### src/licb_defines.vh
`ifndef LICB_DEFINES_VH
`define LICB_DEFINES_VH

// ==========================================================
// Clock and timing
`define LICB_CLK_PERIOD_NS      20
`define LICB_ONES_PERIOD_NS     488
`define LICB_ONES_CYCLES        (`LICB_ONES_PERIOD_NS / `LICB_CLK_PERIOD_NS)
`define LICB_ONES_CNT_W         5

// ==========================================================
// Register indexes, byte address is index times four
`define LICB_IDX_MONITOR        6'h0b
`define LICB_IDX_DIG_LOOP       6'h0c
`define LICB_IDX_CRITERIA       6'h0d
`define LICB_IDX_ALL_ONES       6'h0e
`define LICB_IDX_GLOBAL         6'h0f
`define LICB_IDX_POINTER        6'h10
`define LICB_IDX_REM_LOOP       6'h17
`define LICB_IDX_CH_ALARM       6'h18
`define LICB_IDX_CH_PROT        6'h19
`define LICB_IDX_CH_CODING      6'h1a
`define LICB_IDX_CH_DEPTH       6'h1b
`define LICB_IDX_CH_POS         6'h1c
`define LICB_IDX_CH_ENABLE      6'h1d
`define LICB_IDX_STATUS         6'h1e

// ==========================================================
// Reset values and writable masks
`define LICB_RESET_VALUE        8'h00
`define LICB_MONITOR_MASK       8'h0f
`define LICB_GLOBAL_MASK        8'hfb
`define LICB_POINTER_MASK       8'h07

// ==========================================================
// Global configuration fields
`define LICB_GLB_RX_INTERNAL    7
`define LICB_GLB_ALARM_ON_LOSS  6
`define LICB_GLB_PROT_DISABLE   5
`define LICB_GLB_AMI            4
`define LICB_GLB_DEPTH_128      3
`define LICB_GLB_POSITION_RX    1
`define LICB_GLB_ATTEN_ENABLE   0

// ==========================================================
// Receive trim codes
`define LICB_TRIM_NONE          3'h0
`define LICB_TRIM_75            3'h1
`define LICB_TRIM_100           3'h2
`define LICB_TRIM_110           3'h3
`define LICB_TRIM_120           3'h4

`endif

### src/licb_mon_decode.v
`timescale 1ns/1ns
`include "licb_defines.vh"

module licb_mon_decode (
	input  wire       clk,
	input  wire       arst_n,
	input  wire [3:0] select,
	output reg        mon_enable,
	output reg        mon_transmit,
	output reg  [7:0] mon_line
);

	// ==========================================================
	// Code to one-hot line, zero code means no monitoring
	function [7:0] line_hot;
		input [2:0] code;
		begin
			line_hot = 8'h00;
			if (code != 3'h0) begin
				line_hot[code] = 1'b1;
			end
		end
	endfunction

	always @(posedge clk or negedge arst_n) begin
		if (!arst_n) begin
			mon_enable   <= 1'b0;
			mon_transmit <= 1'b0;
			mon_line     <= 8'h00;
		end else begin
			mon_enable   <= (select[2:0] != 3'h0);
			mon_transmit <= select[3] & (select[2:0] != 3'h0);
			mon_line     <= line_hot(select[2:0]);
		end
	end

endmodule // licb_mon_decode

### src/licb_chan_path.v
`timescale 1ns/1ns

module licb_chan_path (
	input  wire clk,
	input  wire arst_n,
	input  wire tick,
	input  wire tx_pos,
	input  wire tx_neg,
	input  wire line_rx_pos,
	input  wire line_rx_neg,
	input  wire los,
	input  wire digital_loop,
	input  wire remote_loop,
	input  wire auto_all_ones,
	input  wire alarm_on_loss,
	output reg  rx_pos,
	output reg  rx_neg,
	output reg  line_tx_pos,
	output reg  line_tx_neg,
	output reg  ones_active
);

	reg enc_pos;
	reg enc_neg;
	reg mark;

	// ==========================================================
	// Encoder stage, alternating mark source, output muxes
	always @(posedge clk or negedge arst_n) begin
		if (!arst_n) begin
			enc_pos     <= 1'b0;
			enc_neg     <= 1'b0;
			mark        <= 1'b0;
			rx_pos      <= 1'b0;
			rx_neg      <= 1'b0;
			line_tx_pos <= 1'b0;
			line_tx_neg <= 1'b0;
			ones_active <= 1'b0;
		end else begin
			enc_pos <= tx_pos;
			enc_neg <= tx_neg;
			if (tick) begin
				mark <= ~mark;
			end
			ones_active <= auto_all_ones & los;
			if (alarm_on_loss & los) begin
				rx_pos <= mark;
				rx_neg <= ~mark;
			end else if (digital_loop) begin
				rx_pos <= enc_pos;
				rx_neg <= enc_neg;
			end else begin
				rx_pos <= line_rx_pos;
				rx_neg <= line_rx_neg;
			end
			if (auto_all_ones & los) begin
				line_tx_pos <= mark;
				line_tx_neg <= ~mark;
			end else if (remote_loop) begin
				line_tx_pos <= line_rx_pos;
				line_tx_neg <= line_rx_neg;
			end else begin
				line_tx_pos <= enc_pos;
				line_tx_neg <= enc_neg;
			end
		end
	end

endmodule // licb_chan_path

### src/licb_top.v
// Notes on behaviour
// - Monitor code picks receive or transmit line
// - Digital loopback sends encoded transmit to receive
// - Attenuator position holds in loopback too
// - Both loopbacks set gives dual loopback
// - E1 criteria bit picks ETS or G.775
// - T1/J1 always uses T1.231 criteria
// - All-ones sent on loss when enabled
// - Global bit picks internal receive termination
// - External mode still trims per template except E1 120 ohm
// - Global alarm-on-loss overrides per channel
// - Global protection disable overrides per channel
// - Global AMI coding overrides per channel
// - Global depth bit forces 128 deep
// - Global position bit forces receive path
// - Global enable bit forces attenuator on
// - Pointer selects channel for template register
// - Pointer values map to channels ascending
//
// Implementation choice: the Avalon-MM register port.
`timescale 1ns/1ns
`include "licb_defines.vh"

module licb_top (
	input  wire        CLK,
	input  wire        ARST_N,
	input  wire [7:0]  AVS_ADDRESS,
	input  wire        AVS_READ,
	input  wire        AVS_WRITE,
	input  wire [31:0] AVS_WRITEDATA,
	input  wire [3:0]  AVS_BYTEENABLE,
	output reg  [31:0] AVS_READDATA,
	output wire        AVS_WAITREQUEST,
	input  wire [7:0]  TRANSMIT_POSITIVE_DATA,
	input  wire [7:0]  TRANSMIT_NEGATIVE_DATA,
	output wire [7:0]  RECEIVE_POSITIVE_DATA,
	output wire [7:0]  RECEIVE_NEGATIVE_DATA,
	input  wire [7:0]  LINE_RX_POS,
	input  wire [7:0]  LINE_RX_NEG,
	output wire [7:0]  LINE_TX_POS,
	output wire [7:0]  LINE_TX_NEG,
	input  wire [7:0]  LOSS_OF_SIGNAL,
	input  wire [7:0]  TEMPLATE_E1,
	input  wire [7:0]  TEMPLATE_J1,
	input  wire [7:0]  TEMPLATE_120,
	input  wire [7:0]  RECEIVE_IMPEDANCE_OFF,
	output wire        MON_ENABLE,
	output wire        MON_TRANSMIT,
	output wire [7:0]  MON_LINE_SELECT,
	output reg  [7:0]  CRITERIA_ETS,
	output reg  [7:0]  CRITERIA_T1231,
	output reg  [7:0]  ALARM_ON_LOSS,
	output reg  [7:0]  PROTECTION_DISABLE,
	output reg  [7:0]  AMI_CODING,
	output reg  [7:0]  ATTEN_DEPTH_128,
	output reg  [7:0]  ATTEN_RX_PATH,
	output reg  [7:0]  ATTEN_ENABLE,
	output reg  [7:0]  DUAL_LOOPBACK,
	output reg         RX_TERM_INTERNAL,
	output reg  [23:0] RX_TRIM_CODE,
	output reg  [7:0]  TEMPLATE_CHANNEL_SELECT
);

	// ==========================================================
	// Helpers
	function [7:0] pick;
		input       global_bit;
		input [7:0] per_channel;
		begin
			pick = global_bit ? 8'hff : per_channel;
		end
	endfunction

	function [2:0] trim;
		input internal;
		input imp_off;
		input is_e1;
		input is_j1;
		input is_120;
		begin
			if (imp_off) begin
				trim = `LICB_TRIM_NONE;
			end else if (is_e1 && is_120) begin
				trim = internal ? `LICB_TRIM_120 : `LICB_TRIM_NONE;
			end else if (is_e1) begin
				trim = `LICB_TRIM_75;
			end else if (is_j1) begin
				trim = `LICB_TRIM_110;
			end else begin
				trim = `LICB_TRIM_100;
			end
		end
	endfunction

	function [7:0] chan_hot;
		input [2:0] ptr;
		begin
			chan_hot      = 8'h00;
			chan_hot[ptr] = 1'b1;
		end
	endfunction

	// ==========================================================
	// Declarations
	reg  [7:0] monitor_line_select;
	reg  [7:0] digital_loopback_bits;
	reg  [7:0] loss_alarm_criteria_bits;
	reg  [7:0] auto_all_ones_bits;
	reg  [7:0] global_configuration;
	reg  [7:0] template_channel_pointer;
	reg  [7:0] remote_loopback_bits;
	reg  [7:0] per_channel_alarm_on_loss;
	reg  [7:0] per_channel_protection_disable;
	reg  [7:0] per_channel_coding_select;
	reg  [7:0] per_channel_attenuator_depth;
	reg  [7:0] per_channel_attenuator_position;
	reg  [7:0] per_channel_attenuator_enable;
	reg  [7:0] los_meta;
	reg  [7:0] los_sync;
	reg  [7:0] rxp_meta;
	reg  [7:0] rxp_sync;
	reg  [7:0] rxn_meta;
	reg  [7:0] rxn_sync;
	reg        ack;
	reg  [`LICB_ONES_CNT_W-1:0] ones_cnt;
	reg        ones_tick;
	reg  [7:0] next_read;
	wire [7:0] ones_active;
	wire [7:0] alarm_eff;
	wire       request;
	wire       addr_ok;
	wire [5:0] index;
	wire       wr_ok;
	wire [7:0] wdata;
	integer    ch;

	// ==========================================================
	// Pin synchronisers
	always @(posedge CLK or negedge ARST_N) begin
		if (!ARST_N) begin
			los_meta <= 8'h00;
			los_sync <= 8'h00;
			rxp_meta <= 8'h00;
			rxp_sync <= 8'h00;
			rxn_meta <= 8'h00;
			rxn_sync <= 8'h00;
		end else begin
			los_meta <= LOSS_OF_SIGNAL;
			los_sync <= los_meta;
			rxp_meta <= LINE_RX_POS;
			rxp_sync <= rxp_meta;
			rxn_meta <= LINE_RX_NEG;
			rxn_sync <= rxn_meta;
		end
	end

	// ==========================================================
	// All-ones timing from the master clock
	always @(posedge CLK or negedge ARST_N) begin
		if (!ARST_N) begin
			ones_cnt  <= {`LICB_ONES_CNT_W{1'b0}};
			ones_tick <= 1'b0;
		end else if (ones_cnt == (`LICB_ONES_CYCLES - 1)) begin
			ones_cnt  <= {`LICB_ONES_CNT_W{1'b0}};
			ones_tick <= 1'b1;
		end else begin
			ones_cnt  <= ones_cnt + 1'b1;
			ones_tick <= 1'b0;
		end
	end

	// ==========================================================
	// Avalon slave, one wait state per access
	assign request         = AVS_READ | AVS_WRITE;
	assign AVS_WAITREQUEST = request & ~ack;
	assign index           = AVS_ADDRESS[7:2];
	assign addr_ok         = (AVS_ADDRESS[1:0] == 2'b00);
	assign wr_ok           = AVS_WRITE & ack & addr_ok & AVS_BYTEENABLE[0];
	assign wdata           = AVS_WRITEDATA[7:0];

	always @(posedge CLK or negedge ARST_N) begin
		if (!ARST_N) begin
			ack <= 1'b0;
		end else begin
			ack <= request & ~ack;
		end
	end

	// ==========================================================
	// Register writes
	always @(posedge CLK or negedge ARST_N) begin
		if (!ARST_N) begin
			monitor_line_select             <= `LICB_RESET_VALUE;
			digital_loopback_bits           <= `LICB_RESET_VALUE;
			loss_alarm_criteria_bits        <= `LICB_RESET_VALUE;
			auto_all_ones_bits              <= `LICB_RESET_VALUE;
			global_configuration            <= `LICB_RESET_VALUE;
			template_channel_pointer        <= `LICB_RESET_VALUE;
			remote_loopback_bits            <= `LICB_RESET_VALUE;
			per_channel_alarm_on_loss       <= `LICB_RESET_VALUE;
			per_channel_protection_disable  <= `LICB_RESET_VALUE;
			per_channel_coding_select       <= `LICB_RESET_VALUE;
			per_channel_attenuator_depth    <= `LICB_RESET_VALUE;
			per_channel_attenuator_position <= `LICB_RESET_VALUE;
			per_channel_attenuator_enable   <= `LICB_RESET_VALUE;
		end else if (wr_ok) begin
			case (index)
				`LICB_IDX_MONITOR: begin
					monitor_line_select <= wdata & `LICB_MONITOR_MASK;
				end
				`LICB_IDX_DIG_LOOP: begin
					digital_loopback_bits <= wdata;
				end
				`LICB_IDX_CRITERIA: begin
					loss_alarm_criteria_bits <= wdata;
				end
				`LICB_IDX_ALL_ONES: begin
					auto_all_ones_bits <= wdata;
				end
				`LICB_IDX_GLOBAL: begin
					global_configuration <= wdata & `LICB_GLOBAL_MASK;
				end
				`LICB_IDX_POINTER: begin
					template_channel_pointer <= wdata & `LICB_POINTER_MASK;
				end
				`LICB_IDX_REM_LOOP: begin
					remote_loopback_bits <= wdata;
				end
				`LICB_IDX_CH_ALARM: begin
					per_channel_alarm_on_loss <= wdata;
				end
				`LICB_IDX_CH_PROT: begin
					per_channel_protection_disable <= wdata;
				end
				`LICB_IDX_CH_CODING: begin
					per_channel_coding_select <= wdata;
				end
				`LICB_IDX_CH_DEPTH: begin
					per_channel_attenuator_depth <= wdata;
				end
				`LICB_IDX_CH_POS: begin
					per_channel_attenuator_position <= wdata;
				end
				`LICB_IDX_CH_ENABLE: begin
					per_channel_attenuator_enable <= wdata;
				end
				default: begin
				end
			endcase
		end
	end

	// ==========================================================
	// Read mux, unmapped reads return zero
	always @* begin
		next_read = 8'h00;
		if (addr_ok) begin
			case (index)
				`LICB_IDX_MONITOR:   next_read = monitor_line_select;
				`LICB_IDX_DIG_LOOP:  next_read = digital_loopback_bits;
				`LICB_IDX_CRITERIA:  next_read = loss_alarm_criteria_bits;
				`LICB_IDX_ALL_ONES:  next_read = auto_all_ones_bits;
				`LICB_IDX_GLOBAL:    next_read = global_configuration;
				`LICB_IDX_POINTER:   next_read = template_channel_pointer;
				`LICB_IDX_REM_LOOP:  next_read = remote_loopback_bits;
				`LICB_IDX_CH_ALARM:  next_read = per_channel_alarm_on_loss;
				`LICB_IDX_CH_PROT:   next_read = per_channel_protection_disable;
				`LICB_IDX_CH_CODING: next_read = per_channel_coding_select;
				`LICB_IDX_CH_DEPTH:  next_read = per_channel_attenuator_depth;
				`LICB_IDX_CH_POS:    next_read = per_channel_attenuator_position;
				`LICB_IDX_CH_ENABLE: next_read = per_channel_attenuator_enable;
				`LICB_IDX_STATUS:    next_read = ones_active;
				default:             next_read = 8'h00;
			endcase
		end
	end

	always @(posedge CLK or negedge ARST_N) begin
		if (!ARST_N) begin
			AVS_READDATA <= 32'h00000000;
		end else if (AVS_READ & ~ack) begin
			AVS_READDATA <= {24'h000000, next_read};
		end
	end

	// ==========================================================
	// Effective per-channel settings
	assign alarm_eff = pick(global_configuration[`LICB_GLB_ALARM_ON_LOSS],
		per_channel_alarm_on_loss);

	always @(posedge CLK or negedge ARST_N) begin
		if (!ARST_N) begin
			CRITERIA_ETS            <= 8'h00;
			CRITERIA_T1231          <= 8'h00;
			ALARM_ON_LOSS           <= 8'h00;
			PROTECTION_DISABLE      <= 8'h00;
			AMI_CODING              <= 8'h00;
			ATTEN_DEPTH_128         <= 8'h00;
			ATTEN_RX_PATH           <= 8'h00;
			ATTEN_ENABLE            <= 8'h00;
			DUAL_LOOPBACK           <= 8'h00;
			RX_TERM_INTERNAL        <= 1'b0;
			RX_TRIM_CODE            <= 24'h000000;
			TEMPLATE_CHANNEL_SELECT <= 8'h00;
		end else begin
			CRITERIA_ETS   <= TEMPLATE_E1 & loss_alarm_criteria_bits;
			CRITERIA_T1231 <= ~TEMPLATE_E1;
			ALARM_ON_LOSS  <= alarm_eff;
			PROTECTION_DISABLE <= pick(global_configuration[`LICB_GLB_PROT_DISABLE],
				per_channel_protection_disable);
			AMI_CODING <= pick(global_configuration[`LICB_GLB_AMI],
				per_channel_coding_select);
			ATTEN_DEPTH_128 <= pick(global_configuration[`LICB_GLB_DEPTH_128],
				per_channel_attenuator_depth);
			ATTEN_RX_PATH <= pick(global_configuration[`LICB_GLB_POSITION_RX],
				per_channel_attenuator_position);
			ATTEN_ENABLE <= pick(global_configuration[`LICB_GLB_ATTEN_ENABLE],
				per_channel_attenuator_enable);
			DUAL_LOOPBACK    <= digital_loopback_bits & remote_loopback_bits;
			RX_TERM_INTERNAL <= global_configuration[`LICB_GLB_RX_INTERNAL];
			for (ch = 0; ch < 8; ch = ch + 1) begin
				RX_TRIM_CODE[3*ch +: 3] <= trim(
					global_configuration[`LICB_GLB_RX_INTERNAL],
					RECEIVE_IMPEDANCE_OFF[ch], TEMPLATE_E1[ch],
					TEMPLATE_J1[ch], TEMPLATE_120[ch]);
			end
			TEMPLATE_CHANNEL_SELECT <= chan_hot(template_channel_pointer[2:0]);
		end
	end

	// ==========================================================
	// Monitor selection
	licb_mon_decode u_mon (
		.clk          (CLK),
		.arst_n       (ARST_N),
		.select       (monitor_line_select[3:0]),
		.mon_enable   (MON_ENABLE),
		.mon_transmit (MON_TRANSMIT),
		.mon_line     (MON_LINE_SELECT)
	);

	// ==========================================================
	// Channel data paths
	genvar g;
	generate
		for (g = 0; g < 8; g = g + 1) begin : gen_chan
			licb_chan_path u_path (
				.clk           (CLK),
				.arst_n        (ARST_N),
				.tick          (ones_tick),
				.tx_pos        (TRANSMIT_POSITIVE_DATA[g]),
				.tx_neg        (TRANSMIT_NEGATIVE_DATA[g]),
				.line_rx_pos   (rxp_sync[g]),
				.line_rx_neg   (rxn_sync[g]),
				.los           (los_sync[g]),
				.digital_loop  (digital_loopback_bits[g]),
				.remote_loop   (remote_loopback_bits[g]),
				.auto_all_ones (auto_all_ones_bits[g]),
				.alarm_on_loss (alarm_eff[g]),
				.rx_pos        (RECEIVE_POSITIVE_DATA[g]),
				.rx_neg        (RECEIVE_NEGATIVE_DATA[g]),
				.line_tx_pos   (LINE_TX_POS[g]),
				.line_tx_neg   (LINE_TX_NEG[g]),
				.ones_active   (ones_active[g])
			);
		end
	endgenerate

endmodule // licb_top

### config.mk
export PLATFORM = sky130hd
export DESIGN_NAME = licb_top
export DESIGN_NICKNAME = d
export VERILOG_FILES = /design/src/licb_mon_decode.v /design/src/licb_chan_path.v /design/src/licb_top.v
export VERILOG_INCLUDE_DIRS = /design/src
export SDC_FILE = /design/constraint.sdc
export NUM_CORES = 1
export LEC_CHECK = 0
export BUFFER_PORTS_ARGS = -buffer_cell sky130_fd_sc_hd__buf_2
export CORE_MARGIN = 1
export CORE_UTILIZATION = 54
export DETAILED_ROUTE_END_ITERATION = 10
export HOLD_SLACK_MARGIN = 0.12
export PLACE_DENSITY_LB_ADDON = 0.08
export SLEW_MARGIN = 20
export SYNTH_ARGS = -nofsm -noshare
export SYNTH_HDL_FRONTEND = slang
export SYNTH_SLANG_ARGS = --single-unit
### constraint.sdc
create_clock -name CLK -period 2 [get_ports CLK]
set_clock_uncertainty 0.1 [all_clocks]
set_input_delay 0.3 -clock CLK [delete_from_list [all_inputs] [get_ports CLK]]
set_output_delay 0.3 -clock CLK [all_outputs]
set_load 0.05 [all_outputs]
* After elaboration in Yosys (flattened, before gate mapping) *
Index checks and enable logic that the tools add are counted.

cells by class
  $add $sub $neg = 1
  order comparisons = 4
  equal/unequal tests = 15
  multiplexer cells = 112
  bitwise gates (word level) = 35
  reduce and logical (&&, ||, !) cells = 25

operator list
  cell                                                                   number
  8-bit case mux with 14 select lines                                    1
  1-bit two-way mux                                                      75
  8-bit two-way mux                                                      8
  6-bit by 5-bit == test with 1-bit output, second input constant        9
  3-bit two-way mux                                                      18
  6-bit by 4-bit == test with 1-bit output, second input constant        5
  2-bit AND reduction                                                    13
  1-bit bitwise AND                                                      22
  8-bit bitwise AND                                                      2
  2-bit two-way mux                                                      7
  1-bit logical AND                                                      10
  1-bit NOT                                                              9
  3-bit by 4-bit < comparator with 1-bit output, second input constant   2
  8-bit NOT                                                              1
  1-bit demux with 3-bit select                                          2
  3-bit by 1-bit >= comparator with 1-bit output, second input constant  2
  5-bit by 1-bit adder with 5-bit output, second input constant          1
  5-bit == test, second input constant                                   1
  5-bit two-way mux                                                      1
  3-bit nonzero test                                                     1
  2-bit zero test                                                        1
  1-bit bitwise OR                                                       1

storage, ports and cells
  flip-flop bits (word level) = 336
  input bits = 120
  output and inout port bits = 180
  word-level logic and storage cells = 294

* Logic depth before layout (Yosys ltp) *
Gate-level depths: netlist of run 1.

  word-level depth = 5
  depth in mapped cells = 7
  depth with buffers taken out = 4

* Hierarchy *
A second synthesis of run 1 with hierarchy kept.

second synthesis, totals
  cells, all modules = 859
  area total of the unflattened synthesis = 12,692.2 sq um

modules (own cells, without submodules)
  module           instances  cells an instance  area each (sq um)  seq. area each (sq um)
  licb_top         1          679                9,929.5            6,556.3
  licb_chan_path   8          20                 304.0              200.2
  licb_mon_decode  1          20                 330.3              250.2

* Worst setup path before layout of run 1 *
Ideal clock, no wire load.

  path kind = input to register
  start point = input AVS_ADDRESS[5]
  end point = register remote_loopback_bits[0]
  setup time = 125 ps
  arrival time = 1,435 ps
  data required time = 1,775 ps
  slack = 340 ps
  stages on the path = 5
  buffers on the path = 1
  cell sequence = buf_2 or3b_4 nor2_8 nand2_4 mux2_4

on the way
  longest elaborated chain between the ends = 2

ends and longest elaborated chain
  what                                      RTL line        source
  start, declared                           licb_top.v:27   input wire [7:0] AVS_ADDRESS,
  6-bit by 5-bit == test with 1-bit output  licb_top.v:207  case (index)
  2-bit AND reduction (no line)             n/a
  end signal, assigned                      licb_top.v:199  remote_loopback_bits <= `LICB_RESET_VALUE;
  end signal, assigned                      licb_top.v:227  remote_loopback_bits <= wdata;
  end, declared                             licb_top.v:111  reg [7:0] remote_loopback_bits;

No other way between the ends.
A chain may end at the register's enable or synchronous reset.

* Worst setup path in the final report of run 1 *
  start point = register ack
  end point = register AVS_READDATA[0]

on the way
  longest elaborated chain between the ends = 2

ends and longest elaborated chain
  what                    RTL line        source
  start, declared         licb_top.v:124  reg ack;
  start signal, assigned  licb_top.v:185  ack <= request & ~ack;
  1-bit NOT               licb_top.v:281  end else if (AVS_READ & ~ack) begin
  1-bit bitwise AND       licb_top.v:281
  end signal, assigned    licb_top.v:282  AVS_READDATA <= {24'h000000, next_read};
  end, declared           licb_top.v:32   output reg [31:0] AVS_READDATA,

No other way between the ends.

==> impl_metrics.toml, run 1 <==
[grt]
grt_pass1_vias = 8569
antenna_found_initial = 2
track_usage = 0.2575
grt_pass1_wl_um = 47290
grt_max_degree = 64
grt_overflow = 0

[power_and_ir_drop]
p_clk_frac = 0.447
p_seq_frac = 0.466
power_switching_share = 0.2304
p_sw_uw = 3501
p_leak_uw = 0.008815
p_comb_frac = 0.087
power.internal_uw = 11700
finalPower_uw = 15200
power_density_mw_per_mm2 = 911.9
ir_worst_vdd_mv = 0.9442

[worst_setup_path]
path_class = "flip-flop to flip-flop"
rr_worst_depth = 4
crit_path_end = "AVS_READDATA[0]$_DFFE_PN0P_"
cp-start-kind = "flip-flop"
critPathRequiredTime_ns = 2.31
timing.rr.start = "ack$_DFF_PN0_"
cp_max_fo = 8
worstPathArrival_ns = 2.21
worstSetupStartpoint = "ack$_DFF_PN0_"
reg2reg_to = "AVS_READDATA[0]$_DFFE_PN0P_"
crit_path_end_kind = "flip-flop"
r2r_setup_slack_ns = 0.10

[detailed_routing]
wl_per_cell_um = 19.11
vias = 8408
first_pass_iters = 5
ant_nets = 0
postRouteWirelength_um = 31130
post_drt_via_cell_ratio = 5.161
drc = 0
drtIter0Drc = 530

[clock_network]
post_cts_buffers = 0
cts-buffers-inserted = 35
root_buffer = "clkbuf_16"
cts_tree = "built"
worstSkewPairLatency_ns = 0.51
clkTransAtPathRegs_ns = 0.06
htree_num_levels = 2
clock_sinks = 336
holdBufCountCts = 91
clockBufferDepth = 3
cts-resized-gates = 0

[synthesis]
synthSimpleGateAreaFrac = 0.1092
synth_top_family_by_area = "multiplexers"
ys.flop_type = "dfrtp_1"
synthTopCellsByArea = "dfrtp_1 (65%), mux2_1 (6.8%), buf_4 (3.6%)"
yosys.area.top_type_share = 0.6479
synth_fa_ha_area_frac = 0.0009641
synthCells = 931
synth_mux_area_frac = 0.1282
synth_xor_area_frac = 0.006749
yosys.area.top_type = "dfrtp_1"
synthArstFlopShare = 1.000
synth_compound_area_frac = 0.05486
synth_edf_count = 0
synth_area_per_cell_sq_um = 13.94
yosysWarnings = 0
syn_area_sq_mm = 0.01298
yosysUniqueCellTypes = 69
ys_seq_elements = 336
yosysSeqAreaShare = 0.6479

[die]
ioPinCount = 300
row_count = 56
die_w_um = 157.0
die_h_um = 157.0
die-area_sq_mm = 0.02466
core_sq_mm = 0.02354
start_util = 0.5512

[layout]
n_fill_cell = 1682
nets = 1405
largest_reg_flops = 24
drive_above_1_share = 0.3410
synthToLayoutAreaGrowth_pct = 28.42
regMostFlops = "RX_TRIM_CODE"

[place]
portBuffers = 248
hpwl_um = 20810
gp_congestion = 0.9026
pre_cts_slack_ns = -0.005351

[timing]
drv_slew = 0
setup_slack_ns = 0.1019
hold_violations = 0
slew_headroom = 0.5368
finalSetupViolations = 0
rsz0062_at_grt = "false"
fin_crit_sh = 0.9491
fmax_mhz = 526.8
finalCriticalPeriod_ns = 1.898
worstMarginPinSlew_ns = 0.6948

[worst_hold_path]
hold_class = "primary input to flip-flop"

[flow_run]
maxCapViolations = 0

[status]
status = "finished clean"
[cell usage in the layout, fill, tap and decap left out, drive strengths merged, types with 3 or more instances in the layout]
cell	instances
inv	18
and2	18
o2bb2ai	3
o21ai	5
a32oi	11
nor2	40
xor2	10
buf	293
mux2	106
a221oi	5
nor3	19
a21o	8
and3b	4
mux2i	35
conb	25
and3	6
nand3b	5
dfrtp	336
a22o	4
a211oi	10
dlygate4sd3	91
clkbuf	53
mux4	4
or2	48
a22oi	6
bufinv	5
nor2b	4
a32o	3
nand3	20
nand2	44
nor3b	8
a21oi	21
o21bai	8
[synth_stat cells, types with 3 or more instances]
master and count:
nor3_2 3, a21o_1 8, buf_2 9, a21oi_1 21
mux2_1 78, nor2_1 38, o2bb2ai_1 3, a221oi_1 5
and2_1 17, xor2_1 10, o21ai_0 5, nand3_4 7
inv_1 16, a32o_1 3, mux4_2 4, a32oi_1 11
a22o_1 4, nand3b_1 5, nor3b_1 8, nand3_1 13
and3_1 6, nor2b_1 3, mux2_4 8, or2_2 48
o21bai_1 8, nand2_1 41, dfrtp_1 336, and3b_1 4
clkbuf_1 18, a211oi_1 10, mux2_2 20, a22oi_1 6
mux2i_1 35, nor3_1 15, buf_4 62
[layout make-up]
| cell class | count | area [sq um] | area share |
|---|---|---|---|
| diodes | 2 | 5.005 | 0.0003003 |
| clock buffers | 53 | 1056 | 0.06336 |
| clock inverters | 8 | 167.7 | 0.01006 |
| inverters | 18 | 67.56 | 0.004054 |
| multi-input cells | 509 | 3988 | 0.2393 |
| flip-flops and latches | 336 | 8408 | 0.5045 |
| well taps | 319 | 399.1 | 0.02395 |
| repair buffers | 384 | 2575 | 0.1545 |
[critical path, cell delays in order, from the launching register on]
cell	delay, ns
dfrtp_1	0.38
nand2b_1	0.22
or4_1	0.42
a211o_1	0.42
a32oi_1	0.26
[routing by layer]
metal  wire length, um  GRT usage  vias up
met5                 0          0        -
li1                  -          -     3861
met1             13060     0.3426     4148
met2             14920     0.4176      335
met4               990     0.1059        0
met3              2164    0.04956       64
[per-stage QoR]
stage                       util  hold WS, ns  cells   TNS (ns)  area [sq um]
after detailed placement  0.6170       0.1382   1475  -0.005351         14530
final                     0.7079       0.1545   1629          0         16670
after floorplan                -     -0.09559    955          0         13070
after global routing      0.7079       0.1679   1629          0         16670
after CTS                 0.7077       0.1520   1627          0         16660
after global placement    0.6170       0.1420   1475          0         14530
[kinds of logic after synthesis]
family	Yosys count
xor gates and xnor gates	10
AOI/OAI and AO/OA	96
muxes	145
other	1
buffers and inverters	110
adders and majority gates	1
and+or+nand+nor	232
DFF	336
[worst min-delay path by stage]
stage | endpoint | start | cells after the start
2_1_floorplan | ALARM_ON_LOSS[0]$_DFF_PN0_ | ARST_N | 0
3_3_place_gp | RX_TRIM_CODE[6]$_DFF_PN0_ | ARST_N | 1
3_5_place_dp | CRITERIA_T1231[2]$_DFF_PN0_ | ARST_N | 1
4_1_cts | per_channel_attenuator_depth[0]$_DFFE_PN0P_ | AVS_WRITEDATA[0] | 2
5_1_grt | per_channel_attenuator_position[3]$_DFFE_PN0P_ | AVS_WRITEDATA[3] | 2
6_report | template_channel_pointer[0]$_DFFE_PN0P_ | AVS_WRITEDATA[0] | 2
[power groups by stage]
stage | sequential, uW | combinational [uW] | clock (uW)
after floorplan | 7390 | 581 | 0
after global placement | 7190 | 1180 | 0
after detailed placement | 7200 | 1190 | 0
after CTS | 7080 | 1330 | 6940
after global routing | 7100 | 1410 | 7200
final | 7080 | 1330 | 6790
Power figures use the tool's default switching activity.
==> run 2: changes to the inputs <==
Settings changed: PLACE_DENSITY set to 0.88, PLACE_DENSITY_LB_ADDON 0.08 to unset.
==> run 2 against run 1 <==
  * Global-route usage grew 2.9 points
  * First-iteration DRC count increased by 36%
  * Clock-buffer cell count decreased by 5
  * Combinational power hardly changed
  * Sequential share of layout area down 0.13 points
  * Non-clock buffer count decreased by 4
  * Cell area is 0.26% higher
  * Cell count is 0.18% lower
  * Clock power rose by 3.4%
  * Via count is 4.8% higher
  * Worst setup slack got worse by 0.012 ns
==> impl_metrics.toml, run 2 (synthesis gave the netlist of run 1 again) <==
[status]
status = "finished clean"

[clock_network]
clock_sinks = 336
post_cts_buffers = 0
cts-buffers-inserted = 34
clockBufferDepth = 3
root_buffer = "clkbuf_16"
cts-resized-gates = 0
clkTransAtPathRegs_ns = 0.07
cts_tree = "built"
htree_num_levels = 2
holdBufCountCts = 95
worstSkewPairLatency_ns = 0.52

[power_and_ir_drop]
power_density_mw_per_mm2 = 925.6
p_seq_frac = 0.458
p_sw_uw = 3651
power_switching_share = 0.2361
p_comb_frac = 0.087
p_leak_uw = 0.008831
power.internal_uw = 11810
p_clk_frac = 0.454
ir_worst_vdd_mv = 0.8871

[worst_hold_path]
hold_class = "primary input to asynchronous set/reset pin"

[layout]
final_util = 0.7097
layout.cells.most_common_list = "dfrtp_1 (336), buf_2 (247), dlygate4sd3_1 (95)"
drive_above_1_share = 0.3397
seq_area_sq_mm = 0.008408
largest_reg_flops = 24
final_common_cell = "dfrtp_1"
nets = 1400
n_fill_cell = 1539
synthToLayoutAreaGrowth_pct = 28.75
regMostFlops = "RX_TRIM_CODE"
multi_input_area_sq_mm = 0.003988

[timing]
finalCriticalPeriod_ns = 1.910
fin_crit_sh = 0.9550
finalHoldWorstSlack_ns = 0.1669
fmax_mhz = 523.6
worstMarginPinSlew_ns = 0.6948
drv_slew = 0
setup_tns_ns = 0
hold_violations = 0
slew_headroom = 0.5368
finalSetupViolations = 0
rsz0062_at_grt = "false"

[grt]
grt_max_degree = 66
antenna_found_initial = 3
grt_pass1_vias = 9315
track_usage = 0.2869
grt_pass1_wl_um = 52410
grt_overflow = 0

[die]
core_sq_mm = 0.02354
row_count = 56
die-area_sq_mm = 0.02466
die_h_um = 157.0
start_util = 0.5512
ioPinCount = 300
die_w_um = 157.0

[worst_setup_path]
critPathRequiredTime_ns = 2.32
reg2reg_to = "AVS_READDATA[7]$_DFFE_PN0P_"
path_cells = "nand2b_1 -> or4_1 -> a211o_1 -> a32oi_1"
cp-start-kind = "flip-flop"
timing.rr.start = "ack$_DFF_PN0_"
path_class = "flip-flop to flip-flop"
max_stage_delay_ns = 0.44
cp_num_buf_inv = 0
r2r_setup_slack_ns = 0.09
slowest_stage = "or4_1"
crit_family = "compound AO/OA/AOI/OAI gates"
rr_worst_depth = 4
worstPathArrival_ns = 2.23
cp_max_fo = 8
crit_path_end_kind = "flip-flop"

[detailed_routing]
vias = 8808
postRouteWirelength_um = 34170
drtIter0Drc = 719
ant_nets = 0
post_drt_via_cell_ratio = 5.417
first_pass_iters = 6
wl_per_cell_um = 21.01
drc = 0

[place]
gp_congestion = 0.9060
hpwl_um = 21730
portBuffers = 248

[flow_run]
maxCapViolations = 0
## run 2: cell count changes in the layout (fill, tap and decap cells not counted)
cell,change
buf_4,-10
clkbuf_1,-5
dlygate4sd3_1,+4
clkinv_2,+3
buf_12,+2
bufinv_16,+1
diode_2,+1
inv_6,+1
## run 2: power groups by stage
| stage | registers (uW) | clock network, uW | logic [uW] |
|---|---|---|---|
| floorplan | 7390 | 0 | 581 |
| global placement | 7190 | 0 | 1170 |
| detailed placement | 7200 | 0 | 1190 |
| CTS | 7080 | 7090 | 1340 |
| global route | 7100 | 7400 | 1440 |
| finish | 7090 | 7020 | 1350 |
## run 2: stage by stage
| stage | instances | cell area [sq um] | power, uW | setup WS, ns |
|---|---|---|---|---|
| 6_report | 1626 | 16710 | 15470 | 0.09005 |
| 5_1_grt | 1625 | 16710 | 15940 | 0.08119 |
| 4_1_cts | 1623 | 16700 | 15510 | 0.1508 |
| 3_5_place_dp | 1467 | 14490 | 8393 | 0.009316 |
| 3_3_place_gp | 1467 | 14490 | 8366 | 0.06639 |
| 2_1_floorplan | 955 | 13070 | 7974 | 0.3397 |
## run 2: metal layers
| metal | wire [um] | up-vias | GRT usage | share of wire |
|---|---|---|---|---|
| li1 | - | 3865 | - | - |
| met1 | 13540 | 4465 | 0.3523 | 0.40 |
| met2 | 17200 | 389 | 0.4891 | 0.50 |
| met3 | 2360 | 87 | 0.06470 | 0.069 |
| met4 | 1048 | 2 | 0.1216 | 0.031 |
| met5 | 13 | - | 0 | 0.00038 |
## run 2: final cells by class
class	count	area share
Inverter	18	0.004044
Antenna cell	3	0.0004493
Timing Repair Buffer	380	0.1544
Clock buffer	48	0.06208
Tap cell	319	0.02389
Sequential cell	336	0.5032
Multi-Input combinational cell	509	0.2387
Clock inverter	13	0.01325
## run 2: how the worst max path moves through the flow
stage / start / end / cells past startpoint
3_3_place_gp: AVS_ADDRESS[3] / AVS_READDATA[1]$_DFFE_PN0P_ / 6
5_1_grt: ack$_DFF_PN0_ / AVS_READDATA[4]$_DFFE_PN0P_ / 4
2_1_floorplan: AVS_ADDRESS[5] / remote_loopback_bits[0]$_DFFE_PN0P_ / 5
6_report: ack$_DFF_PN0_ / AVS_READDATA[7]$_DFFE_PN0P_ / 4
4_1_cts: ack$_DFF_PN0_ / AVS_READDATA[7]$_DFFE_PN0P_ / 4
3_5_place_dp: AVS_ADDRESS[3] / AVS_READDATA[1]$_DFFE_PN0P_ / 6
